## config.mk

```make
export PLATFORM = sky130hd
export DESIGN_NAME = tdc_channels
export DESIGN_NICKNAME = d
export VERILOG_FILES = /design/src/rtl/tdc_channels.v /design/src/rtl/tdc_compare.v /design/src/rtl/tdc_debounce.v
export VERILOG_INCLUDE_DIRS = /design/src /design/src/pkg
export SDC_FILE = /design/constraint.sdc
export NUM_CORES = 1
export LEC_CHECK = 0
export CAP_MARGIN = 20
export CORE_MARGIN = 3
export CORE_UTILIZATION = 50
export CTS_BUF_LIST = sky130_fd_sc_hd__clkbuf_2 sky130_fd_sc_hd__clkbuf_4 sky130_fd_sc_hd__clkbuf_8
export CTS_CLUSTER_DIAMETER = 100
export DETAILED_ROUTE_END_ITERATION = 16
export DONT_BUFFER_PORTS = 1
export PLACE_DENSITY = 0.62
export SYNTH_ARGS = -nofsm -noshare
export SYNTH_HDL_FRONTEND = slang
export SYNTH_SLANG_ARGS = --single-unit
```

## constraint.sdc

```tcl
create_clock -name mclk_i -period 10.35 [get_ports mclk_i]
set_input_delay 0 -clock mclk_i [delete_from_list [all_inputs] [get_ports mclk_i]]
set_output_delay 0 -clock mclk_i [all_outputs]
set_load 0.01 [all_outputs]
```

## src/pkg/tdc_map.vh

```
`ifndef TDC_MAP_VH
`define TDC_MAP_VH

`define TDC_AW              4
`define TDC_DW              16
`define TDC_SW              8
`define TDC_LW              13
`define TDC_NCH             4

`define TDC_OFF_BIN_THR     4'h3
`define TDC_OFF_WA_THR      4'h4
`define TDC_OFF_WB_THR      4'h5
`define TDC_OFF_WC_THR      4'h6
`define TDC_OFF_BIN_CFG     4'h7
`define TDC_OFF_WA_CFG      4'h8
`define TDC_OFF_WB_CFG      4'h9
`define TDC_OFF_WC_CFG      4'hA

`define TDC_RST_BIN_THR     16'h5AAA
`define TDC_RST_WA_THR      16'hCCCC
`define TDC_RST_WB_THR      16'h5A88
`define TDC_RST_WC_THR      16'h2D2D
`define TDC_RST_BIN_CFG     16'h0096
`define TDC_RST_W_CFG       16'h80FA

`define TDC_HI_MSB          7
`define TDC_HI_LSB          0
`define TDC_LO_MSB          15
`define TDC_LO_LSB          8
`define TDC_EN_BIT          15
`define TDC_MODE_BIT        14
`define TDC_LEN_MSB         12
`define TDC_LEN_LSB         0
`define TDC_CFG_WMASK       16'hDFFF

`define TDC_TICK_NS         20000
`define TDC_CLK_NS          8
`define TDC_TICK_CYC        (`TDC_TICK_NS / `TDC_CLK_NS)
`define TDC_TICK_W          12

`endif

```

## src/rtl/tdc_channels.v

```verilog
// Operation
// - Comparator sets when sample is strictly above high level bits [7:0].
// - Comparator clears when sample is at or below low level bits [15:8].
// - Warning A threshold resets to 0xCCCC.
// - Warning B threshold resets to 0x5A88.
// - Warning C threshold resets to 0x2D2D.
// - Binary enable bit 15 low forces binary comparator low; resets to zero.
// - Config bit 14 selects up/down counting; clear means up/clear.
// - Filter length bits [12:0] count 20 us ticks.
// - In up/clear mode, glitches shorter than the filter length leave the output unchanged.
// - Zero filter length bypasses the filter with no delay.
// - Binary configuration resets to 0x0096.
// - Warning C configuration resets to 0x80FA.
// - Warning A configuration resets to 0x80FA with enable, mode, length.
// - Warning B configuration resets to 0x80FA with the same fields.
// - Filtered binary result drives the digital output pin, gated by enable.
`include "tdc_map.vh"

module tdc_channels (
  input  wire                 mclk_i,
  input  wire                 rst_i,
  input  wire                 ce_i,
  input  wire                 smp_vld_i,
  input  wire [`TDC_SW-1:0]   sample_i,
  input  wire                 reg_wr_i,
  input  wire                 reg_rd_i,
  input  wire [`TDC_AW-1:0]   reg_addr_i,
  input  wire [`TDC_DW-1:0]   reg_wdata_i,
  output reg  [`TDC_DW-1:0]   reg_rdata_o,
  output reg                  reg_err_o,
  output reg                  digital_output_pin_o,
  output reg                  warning_a_channel_o,
  output reg                  warning_b_channel_o,
  output reg                  warning_c_channel_o
);
  reg  [`TDC_DW-1:0]     thr_q [0:`TDC_NCH-1];
  reg  [`TDC_DW-1:0]     cfg_q [0:`TDC_NCH-1];
  reg  [`TDC_TICK_W-1:0] tick_cnt_q;
  reg                    tick_q;
  wire [`TDC_NCH-1:0]    cmp_w;
  wire [`TDC_NCH-1:0]    flt_w;

  // 20 us time base shared by all filters
  always @(posedge mclk_i) begin
    if (rst_i) begin
      tick_cnt_q <= {`TDC_TICK_W{1'b0}};
      tick_q     <= 1'b0;
    end else if (ce_i) begin
      if (tick_cnt_q == `TDC_TICK_CYC - 1) begin
        tick_cnt_q <= {`TDC_TICK_W{1'b0}};
        tick_q     <= 1'b1;
      end else begin
        tick_cnt_q <= tick_cnt_q + 1'b1;
        tick_q     <= 1'b0;
      end
    end
  end

  // Register writes; reserved bit 13 of config stays zero
  always @(posedge mclk_i) begin
    if (rst_i) begin
      thr_q[0] <= `TDC_RST_BIN_THR;
      thr_q[1] <= `TDC_RST_WA_THR;
      thr_q[2] <= `TDC_RST_WB_THR;
      thr_q[3] <= `TDC_RST_WC_THR;
      cfg_q[0] <= `TDC_RST_BIN_CFG;
      cfg_q[1] <= `TDC_RST_W_CFG;
      cfg_q[2] <= `TDC_RST_W_CFG;
      cfg_q[3] <= `TDC_RST_W_CFG;
    end else if (ce_i && reg_wr_i) begin
      if (reg_addr_i == `TDC_OFF_BIN_THR) begin
        thr_q[0] <= reg_wdata_i;
      end else if (reg_addr_i == `TDC_OFF_WA_THR) begin
        thr_q[1] <= reg_wdata_i;
      end else if (reg_addr_i == `TDC_OFF_WB_THR) begin
        thr_q[2] <= reg_wdata_i;
      end else if (reg_addr_i == `TDC_OFF_WC_THR) begin
        thr_q[3] <= reg_wdata_i;
      end else if (reg_addr_i == `TDC_OFF_BIN_CFG) begin
        cfg_q[0] <= reg_wdata_i & `TDC_CFG_WMASK;
      end else if (reg_addr_i == `TDC_OFF_WA_CFG) begin
        cfg_q[1] <= reg_wdata_i & `TDC_CFG_WMASK;
      end else if (reg_addr_i == `TDC_OFF_WB_CFG) begin
        cfg_q[2] <= reg_wdata_i & `TDC_CFG_WMASK;
      end else if (reg_addr_i == `TDC_OFF_WC_CFG) begin
        cfg_q[3] <= reg_wdata_i & `TDC_CFG_WMASK;
      end
    end
  end

  // Registered read port; unmapped address reads zero and flags error
  always @(posedge mclk_i) begin
    if (rst_i) begin
      reg_rdata_o <= {`TDC_DW{1'b0}};
      reg_err_o   <= 1'b0;
    end else if (ce_i) begin
      reg_err_o <= 1'b0;
      if (reg_rd_i) begin
        if (reg_addr_i == `TDC_OFF_BIN_THR) begin
          reg_rdata_o <= thr_q[0];
        end else if (reg_addr_i == `TDC_OFF_WA_THR) begin
          reg_rdata_o <= thr_q[1];
        end else if (reg_addr_i == `TDC_OFF_WB_THR) begin
          reg_rdata_o <= thr_q[2];
        end else if (reg_addr_i == `TDC_OFF_WC_THR) begin
          reg_rdata_o <= thr_q[3];
        end else if (reg_addr_i == `TDC_OFF_BIN_CFG) begin
          reg_rdata_o <= cfg_q[0];
        end else if (reg_addr_i == `TDC_OFF_WA_CFG) begin
          reg_rdata_o <= cfg_q[1];
        end else if (reg_addr_i == `TDC_OFF_WB_CFG) begin
          reg_rdata_o <= cfg_q[2];
        end else if (reg_addr_i == `TDC_OFF_WC_CFG) begin
          reg_rdata_o <= cfg_q[3];
        end else begin
          reg_rdata_o <= {`TDC_DW{1'b0}};
          reg_err_o   <= 1'b1;
        end
      end
    end
  end

  genvar g;
  generate
    for (g = 0; g < `TDC_NCH; g = g + 1) begin : g_ch
      tdc_compare u_cmp (
        .mclk_i    (mclk_i),
        .rst_i     (rst_i),
        .ce_i      (ce_i),
        .smp_vld_i (smp_vld_i),
        .sample_i  (sample_i),
        .thr_i     (thr_q[g]),
        .en_i      (cfg_q[g][`TDC_EN_BIT]),
        .cmp_o     (cmp_w[g])
      );
      tdc_debounce u_flt (
        .mclk_i (mclk_i),
        .rst_i  (rst_i),
        .ce_i   (ce_i),
        .tick_i (tick_q),
        .in_i   (cmp_w[g]),
        .mode_i (cfg_q[g][`TDC_MODE_BIT]),
        .len_i  (cfg_q[g][`TDC_LEN_MSB:`TDC_LEN_LSB]),
        .out_o  (flt_w[g])
      );
    end
  endgenerate

  always @(posedge mclk_i) begin
    if (rst_i) begin
      digital_output_pin_o <= 1'b0;
      warning_a_channel_o  <= 1'b0;
      warning_b_channel_o  <= 1'b0;
      warning_c_channel_o  <= 1'b0;
    end else if (ce_i) begin
      digital_output_pin_o <= flt_w[0] & cfg_q[0][`TDC_EN_BIT];
      warning_a_channel_o  <= flt_w[1];
      warning_b_channel_o  <= flt_w[2];
      warning_c_channel_o  <= flt_w[3];
    end
  end
endmodule

```

## src/rtl/tdc_compare.v

```verilog
`include "tdc_map.vh"

module tdc_compare (
  input  wire                 mclk_i,
  input  wire                 rst_i,
  input  wire                 ce_i,
  input  wire                 smp_vld_i,
  input  wire [`TDC_SW-1:0]   sample_i,
  input  wire [`TDC_DW-1:0]   thr_i,
  input  wire                 en_i,
  output reg                  cmp_o
);
  wire [`TDC_SW-1:0] hi_lvl = thr_i[`TDC_HI_MSB:`TDC_HI_LSB];
  wire [`TDC_SW-1:0] lo_lvl = thr_i[`TDC_LO_MSB:`TDC_LO_LSB];

  always @(posedge mclk_i) begin
    if (rst_i) begin
      cmp_o <= 1'b0;
    end else if (ce_i) begin
      if (!en_i) begin
        cmp_o <= 1'b0;
      end else if (smp_vld_i) begin
        if (sample_i > hi_lvl) begin
          cmp_o <= 1'b1;
        end else if (sample_i <= lo_lvl) begin
          cmp_o <= 1'b0;
        end
      end                               // Between levels: hold
    end
  end
endmodule

```

## src/rtl/tdc_debounce.v

```verilog
`include "tdc_map.vh"

module tdc_debounce (
  input  wire                 mclk_i,
  input  wire                 rst_i,
  input  wire                 ce_i,
  input  wire                 tick_i,
  input  wire                 in_i,
  input  wire                 mode_i,
  input  wire [`TDC_LW-1:0]   len_i,
  output wire                 out_o
);
  reg               state_q;
  reg [`TDC_LW-1:0] cnt_q;

  // Zero length passes the input straight through
  assign out_o = (len_i == {`TDC_LW{1'b0}}) ? in_i : state_q;

  always @(posedge mclk_i) begin
    if (rst_i) begin
      state_q <= 1'b0;
      cnt_q   <= {`TDC_LW{1'b0}};
    end else if (ce_i) begin
      if (len_i == {`TDC_LW{1'b0}}) begin
        state_q <= in_i;
        cnt_q   <= {`TDC_LW{1'b0}};
      end else if (in_i == state_q) begin
        if (mode_i) begin
          if (tick_i && cnt_q != {`TDC_LW{1'b0}}) begin
            cnt_q <= cnt_q - 1'b1;
          end
        end else begin
          cnt_q <= {`TDC_LW{1'b0}};
        end
      end else if (tick_i) begin
        // Output moves only after len ticks of disagreement
        if (cnt_q + 1'b1 >= len_i) begin
          state_q <= in_i;
          cnt_q   <= {`TDC_LW{1'b0}};
        end else begin
          cnt_q <= cnt_q + 1'b1;
        end
      end
    end
  end
endmodule

```

### Word-level counts from Yosys, hierarchy flattened

Memory sizes are Yosys's and may differ from the RTL's.
Cells that the tools add are included.

* add/sub/neg operators: 9
* magnitude comparators: 12
* equality and inequality tests: 29
* muxes and demuxes: 149
* bitwise logic cells: 9
* reduce and logical (&&, ||, !) cells: 38

Operator list (count)
* $mux W13: 24
* $mux W16: 12
* $mux W1: 108
* $mux W15: 4
* $add A13 B1 Y13 const B: 4
* $ge A13 B13 Y1: 4
* $logic_not A13 Y1: 4
* $reduce_bool A13 Y1: 4
* $sub A13 B1 Y13 const B: 4
* $gt A8 B8 Y1: 4
* $le A8 B8 Y1: 4
* $reduce_and A3 Y1: 8
* $eq A4 B3 Y1 const B: 4
* $ne A4 B4 Y1 const B: 4
* $reduce_and A4 Y1: 4
* $reduce_bool A2 Y1: 8
* $add A12 B1 Y12 const B: 1
* $eq A12 B12 Y1 const B: 1
* $eq A4 B4 Y1 const B: 3
* $mux W12: 1
* $ne A3 B3 Y1 const B: 4
* $reduce_bool A3 Y1: 4
* $ne A2 B1 Y1 const B: 4
* $ne A2 B2 Y1 const B: 4
* 6 further kinds: 20

* register bits: 94
* memory bits (writable): 124
* bits of input ports: 34
* output and inout port bits: 21
* logic and storage cells: 268
* memories: 2

Memories
* thr_q: words 4, width 16, rd ports 4, clocked after Yosys merged registers in 0, write ports 4, RTL line tdc_channels.v:36 `` reg [`TDC_DW-1:0] thr_q [0:`TDC_NCH-1]; ``
* cfg_q: words 4, width 15, rd ports 4, clocked after Yosys merged registers in 0, write ports 4, RTL line tdc_channels.v:37 `` reg [`TDC_DW-1:0] cfg_q [0:`TDC_NCH-1]; ``

### Longest topological paths before layout

* depth in word-level cells: 13
* mapped depth: 13
* gate-level depth less buffers: 12

### Modules after synthesis

A second synthesis with hierarchy kept.

* cells, all modules: 1658
* area, all modules: 15408.5 µm²

Modules (own cells, without submodules)
* tdc_channels: times used 1, cells each 580, area each 7245.7 µm², sequential area each 4404.2 µm²
* tdc_debounce (g_ch[0].u_flt ...): times used 3, cells each 207, area each 1559.0 µm², sequential area each 280.3 µm²
* tdc_compare: times used 4, cells each 60, area each 456.7 µm², sequential area each 20.0 µm²
* tdc_debounce (g_ch[3].u_flt): times used 1, cells each 217, area each 1659.1 µm², sequential area each 280.3 µm²

### Worst setup path before layout

No wires, ideal clock.

* kind: reg-to-reg
* start: register g_ch[1].u_flt.cnt_q[0]
* end: register g_ch[1].u_flt.cnt_q[10]
* setup time: 60 ps
* arrival time: 3295 ps
* data required time: 10290 ps
* path slack: 6994 ps
* cell stages (with the launch flop): 14
* buffers on the path: 1
* clock period less this slack: 3356 ps
* cell sequence: dfxtp_1 ha_1 nand3_1 nor3_1 nand3_1 xnor2_1 ha_1 a21oi_1 o221ai_1 nor3b_1 a22oi_1 a2111oi_2 buf_2 a32o_1

* longest elaborated chain between the ends: 6
* elaborated cells on any way between the ends: 13
* classes of those cells: add/sub: 2; order compare: 1; eq/ne: 1; mux: 6; reduce/logical: 3

RTL lines
* start: declaration: RTL line tdc_debounce.v:14 `` reg [`TDC_LW-1:0] cnt_q; ``
* start signal: assignment: RTL line tdc_debounce.v:22 `` cnt_q <= {`TDC_LW{1'b0}}; ``
* start signal: assignment: RTL line tdc_debounce.v:26 `` cnt_q <= {`TDC_LW{1'b0}}; ``
* start signal: assignment: RTL line tdc_debounce.v:30 `cnt_q <= cnt_q - 1'b1;`
* $add A13 B1 Y13: RTL line tdc_debounce.v:37, tdc_debounce.v:41
* $ge A13 B13 Y1: RTL line tdc_debounce.v:37 `if (cnt_q + 1'b1 >= len_i) begin`
* $mux W13: RTL line tdc_debounce.v:37
* $mux W13: RTL line tdc_debounce.v:35 `end else if (tick_i) begin`
* $mux W13: RTL line tdc_debounce.v:27 `end else if (in_i == state_q) begin`
* $mux W13: RTL line tdc_debounce.v:24 `` if (len_i == {`TDC_LW{1'b0}}) begin ``

Several ways; a longest one is shown, not always the timed one. The select of a mux whose other input is x is not followed.
A chain may end at the register's enable or synchronous reset.

### Worst setup path after layout

* start: register g_ch[2].u_flt.cnt_q[0]
* end: register g_ch[2].u_flt.cnt_q[6]

* longest elaborated chain between the ends: 6
* elaborated cells on any way between the ends: 13
* classes of those cells: add/sub: 2; order compare: 1; eq/ne: 1; mux: 6; reduce/logical: 3

RTL lines (RTL line)
* start: declaration: tdc_debounce.v:14
* start signal: assignment: tdc_debounce.v:22
* start signal: assignment: tdc_debounce.v:26
* start signal: assignment: tdc_debounce.v:30
* $add A13 B1 Y13: tdc_debounce.v:37, tdc_debounce.v:41
* $ge A13 B13 Y1: tdc_debounce.v:37
* $mux W13: tdc_debounce.v:37
* $mux W13: tdc_debounce.v:35
* $mux W13: tdc_debounce.v:27
* $mux W13: tdc_debounce.v:24

Several ways; a longest one is shown, not always the timed one. The select of a mux whose other input is x is not followed.

==> results.sh <==
export IMPL_outcome="completed"
export IMPL_core_um2=29000
export IMPL_cts_htree_levels=2
export IMPL_port_buffers=0
export IMPL_p_comb_share_pct=18.3
export IMPL_r2r_start="g_ch[2].u_flt.cnt_q[0]"
export IMPL_drt_iter0_drc=1676
export IMPL_grt_start_max_net_pins=35
export IMPL_drtPass1Iterations=6
export IMPL_place_hpwl_um=32400
export IMPL_die_area_um2=31900
export IMPL_max_freq_mhz=261
export IMPL_crit_fanout=11
export IMPL_synth_seq_area_share_pct=37.6
export IMPL_fin_crit_ns=3.83
export IMPL_slew_violations=0
export IMPL_clk_pin_slew_ns=0.06
export IMPL_async_flop_share_pct=0
export IMPL_clockBufferDepth=3
export IMPL_hold_violations=0
export IMPL_wl_per_cell_um=23.0
export IMPL_switchingPower_mw=0.717
export IMPL_finClkSkew_ns=0.0354
export IMPL_antenna_found_initial=3
export IMPL_multi_input_area_um2=8410
export IMPL_finalWorstSetupSlack_ns=6.52
export IMPL_cts_tree="done"
export IMPL_overflow=0
export IMPL_holdWs_ns=0.0184
export IMPL_finalSetupViolCount=0
export IMPL_synth_top_cell_area_share_pct=25.0
export IMPL_netlist_area_um2=14900
export IMPL_seq_power_share_pct=44.9
export IMPL_final_nets=1844
export IMPL_clock_latency_ns=0.59
export IMPL_die_h_um=179
export IMPL_grtUsageMet3_pct=7.16
export IMPL_clkPwrFrac_pct=36.8
export IMPL_cp_buffers_inverters=0
export IMPL_totalNegativeSetupSlack_ns=0
export IMPL_gr_usage_met2_pct=42.2
export IMPL_synth_flop_cell="edfxtp_1"
export IMPL_peakVddDrop_v=0.000105
export IMPL_drc=0
export IMPL_post_cts_resized=0
export IMPL_cts_buffers=41
export IMPL_clock_sinks=218
export IMPL_cp_end_kind="flop"
export IMPL_drtAntennaViolNets=0
export IMPL_synth_cells=1680
export IMPL_relSlewSlack_pct=26.5
export IMPL_syn_to_final_growth_pct=9.70
export IMPL_die_x_um=179
export IMPL_fp_row_count=62
export IMPL_synthTopCellsByArea="edfxtp_1, dfxtp_1, ha_1"
export IMPL_r2r_end="g_ch[2].u_flt.cnt_q[6]"
export IMPL_worstPathRequired_ns=10.86
export IMPL_critPathTopFamily="simple AND/OR/NAND/NOR gates"
export IMPL_synth_edff_count=124
export IMPL_p_leak_nw=6.77
export IMPL_worstMarginPinSlew_ns=1.10
export IMPL_pin_count=55
export IMPL_regArea_um2=5610
export IMPL_worstPathCellList="ha_1 > nand3_1 > nor3_1 > and3_1 > xor2_1 > ha_1 > a21oi_1 > o21ai_0 > nor2_1 > a21oi_1 > nor2_1 > a32o_1"
export IMPL_grt_pass1_vias=12000
export IMPL_hold_class="in2reg"
export IMPL_slowest_delay_ns=0.66
export IMPL_startpoint="g_ch[2].u_flt.cnt_q[0]"
export IMPL_r2r_cells=12
export IMPL_reg2reg_setup_slack_ns=6.52
export IMPL_vias=13000
export IMPL_arrival_ns=4.34
export IMPL_intPower_mw=1.59
export IMPL_syn_num_nets=1843
export IMPL_start_kind="flop"
export IMPL_nFillCells=2643
export IMPL_ys_ff_latch=218
export IMPL_wirelength_um=48200
export IMPL_path_class="reg2reg"
export IMPL_period_share_pct=37.0
export IMPL_p_per_area_nw_per_um2=141
export IMPL_yosys_warnings=0
export IMPL_layout_drive_gt1_share_pct=6.36
export IMPL_ys_types=72
export IMPL_rsz0062_at_grt="false"
export IMPL_gp_congestion=0.935
export IMPL_sw_frac_of_total_pct=31.1
export IMPL_yosys_area_top_type="edfxtp_1"
export IMPL_track_usage_pct=30.2
export IMPL_crit_cells=12
export IMPL_cpMaxStageDelayCell="nor2_1"
export IMPL_grt_util_met1_pct=45.7
export IMPL_grt_pass1_wl_um=73200
export IMPL_dp_slack_ns=6.56
export IMPL_syn_avg_cell_area_um2=8.87
export IMPL_start_util_pct=51.4
export IMPL_cts_root_buf="clkbuf_8"
export IMPL_via_per_inst=6.21
export IMPL_grt_most_used_layer="met1"
export IMPL_endpoint="g_ch[2].u_flt.cnt_q[6]"
export IMPL_cap_viol_max_count=0
==> timing repair <==
action | in CTS | in global routing
buffers inserted | 0 | 0
endpoints found under the hold margin | 201 | 0
hold buffers | 35 | 0
==> power by group through the flow <==
stage	registers (mW)	clock network, mW	logic, mW
global placement	1.05	0	0.376
floorplan	1.01	0	0.325
detailed placement	1.05	0	0.380
finish	1.04	0.849	0.422
global route	1.04	0.897	0.470
CTS	1.03	0.864	0.415
==> worst register-to-register path, delay by kind of cell (launching register included) <==
kind                     cells  cell delay (ns)
adder cells (fa/ha/maj)      2             0.53
flip-flops                   1             0.51
AO/OA/AOI/OAI                4             0.67
AND/OR/NAND/NOR              5             1.85
XOR/XNOR                     1             0.21
==> layout make-up <==
cell class,instances,area share [%]
multi-input cells,1225,51.4
well taps,384,2.94
flip-flops and latches,218,34.3
diodes,2,0.0306
inverters,139,3.19
repair buffers,56,3.23
clock inverters,16,0.436
clock buffers,59,4.47
==> synth_stat cells (7+ instances only) <==
master    instances
edfxtp_1        124
a221oi_1         16
or3_1            41
nand3_1          44
buf_1             8
nand2_1         120
a32oi_1           8
clkbuf_1         72
o21a_1           10
o21ai_0          84
nor3b_1           8
o221ai_1         15
a22o_1           28
buf_2            14
mux2i_1          39
nand4_1          29
ha_1            129
dfxtp_1          94
and2_1           70
a221o_1          10
a211oi_1          7
inv_1           137
a21oi_1          92
nor4_1           18
nor3_1           35
xor2_1           39
o22ai_1          25
and3_1           23
nor2b_1          20
nand2b_1         32
o31ai_1          12
a21o_1           14
a31oi_1          22
nor2_1          123
xnor2_1          34
a22oi_1           7
==> flip-flops by register name (all words and copies together), names as in the netlist, 4 cells and up <==
signal	flops
tick_cnt_q	12
g_ch.u_flt.cnt_q	52
thr_q	64
cfg_q	60
reg_rdata_o	16
g_ch.u_flt.state_q	4
g_ch.u_cmp.cmp_o	4
==> layout by cell type, fill, tap and decap left out, types with 8 or more instances in the layout <==
cell type | netlist | final
nor2_1 | 123 | 123
a32oi_1 | 8 | 8
buf_4 | 2 | 21
nand4_1 | 29 | 29
clkinv_1 | 2 | 11
a21o_1 | 14 | 14
inv_1 | 137 | 137
o22ai_1 | 25 | 25
a22o_1 | 28 | 28
a31oi_1 | 22 | 22
nor3_1 | 35 | 34
or3_1 | 41 | 41
nor2b_1 | 20 | 20
clkbuf_4 | 0 | 13
edfxtp_1 | 124 | 124
nand2b_1 | 32 | 32
o221ai_1 | 15 | 15
nor3b_1 | 8 | 8
xor2_1 | 39 | 39
a221oi_1 | 16 | 16
mux2i_1 | 39 | 39
a21oi_1 | 92 | 92
clkbuf_8 | 0 | 46
and3_1 | 23 | 23
nand3_1 | 44 | 44
xnor2_1 | 34 | 34
nand2_1 | 120 | 120
o21a_1 | 10 | 10
o21ai_0 | 84 | 83
dfxtp_1 | 94 | 94
ha_1 | 129 | 129
nor4_1 | 18 | 18
a221o_1 | 10 | 10
and2_1 | 70 | 70
dlygate4sd3_1 | 0 | 33
==> cells by family (layout without fill, tap and decap cells) <==
| group | after synthesis | in the layout | share of synthesized area [%] |
|---|---|---|---|
| adder cells (fa/ha/maj) | 129 | 129 | 10.8 |
| flip-flops | 218 | 218 | 37.6 |
| XOR/XNOR | 74 | 74 | 4.40 |
| buffers and inverters | 237 | 270 | 6.24 |
| AO/OA/AOI/OAI | 389 | 389 | 17.5 |
| multiplexers | 41 | 41 | 2.85 |
| AND/OR/NAND/NOR | 592 | 592 | 20.6 |
| other | 0 | 2 | 0 |
==> how the worst min path moves through the flow <==
stage,depth (start not counted),startpoint,slack (ns),to
floorplan,1,reg_wdata_i[1],0.18,cfg_q[0][16]
global placement,1,rst_i,0.09,digital_output_pin_o
detailed placement,1,rst_i,0.09,digital_output_pin_o
CTS,5,reg_addr_i[1],0.003,reg_rdata_o[9]
global route,5,reg_addr_i[0],0.02,reg_rdata_o[15]
finish,3,smp_vld_i,0.02,g_ch[3].u_cmp.cmp_o
==> through the flow <==
stage / utilization, % / area, um2 / std cells / total power [mW]
2_1_floorplan: - / 14900 / 1680 / 1.34
3_3_place_gp: 52.2 / 15200 / 1985 / 1.43
3_5_place_dp: 52.2 / 15200 / 1985 / 1.43
4_1_cts: 56.3 / 16300 / 2095 / 2.31
5_1_grt: 56.3 / 16300 / 2098 / 2.41
6_report: 56.4 / 16400 / 2099 / 2.31
==> routing by layer <==
metal	share of wire, %	wire, um
met4	3.0	1430
met2	41	19800
met5	0.054	26
met1	45	21700
met3	11	5260
Note: power is estimated with default switching activity, not from simulation.
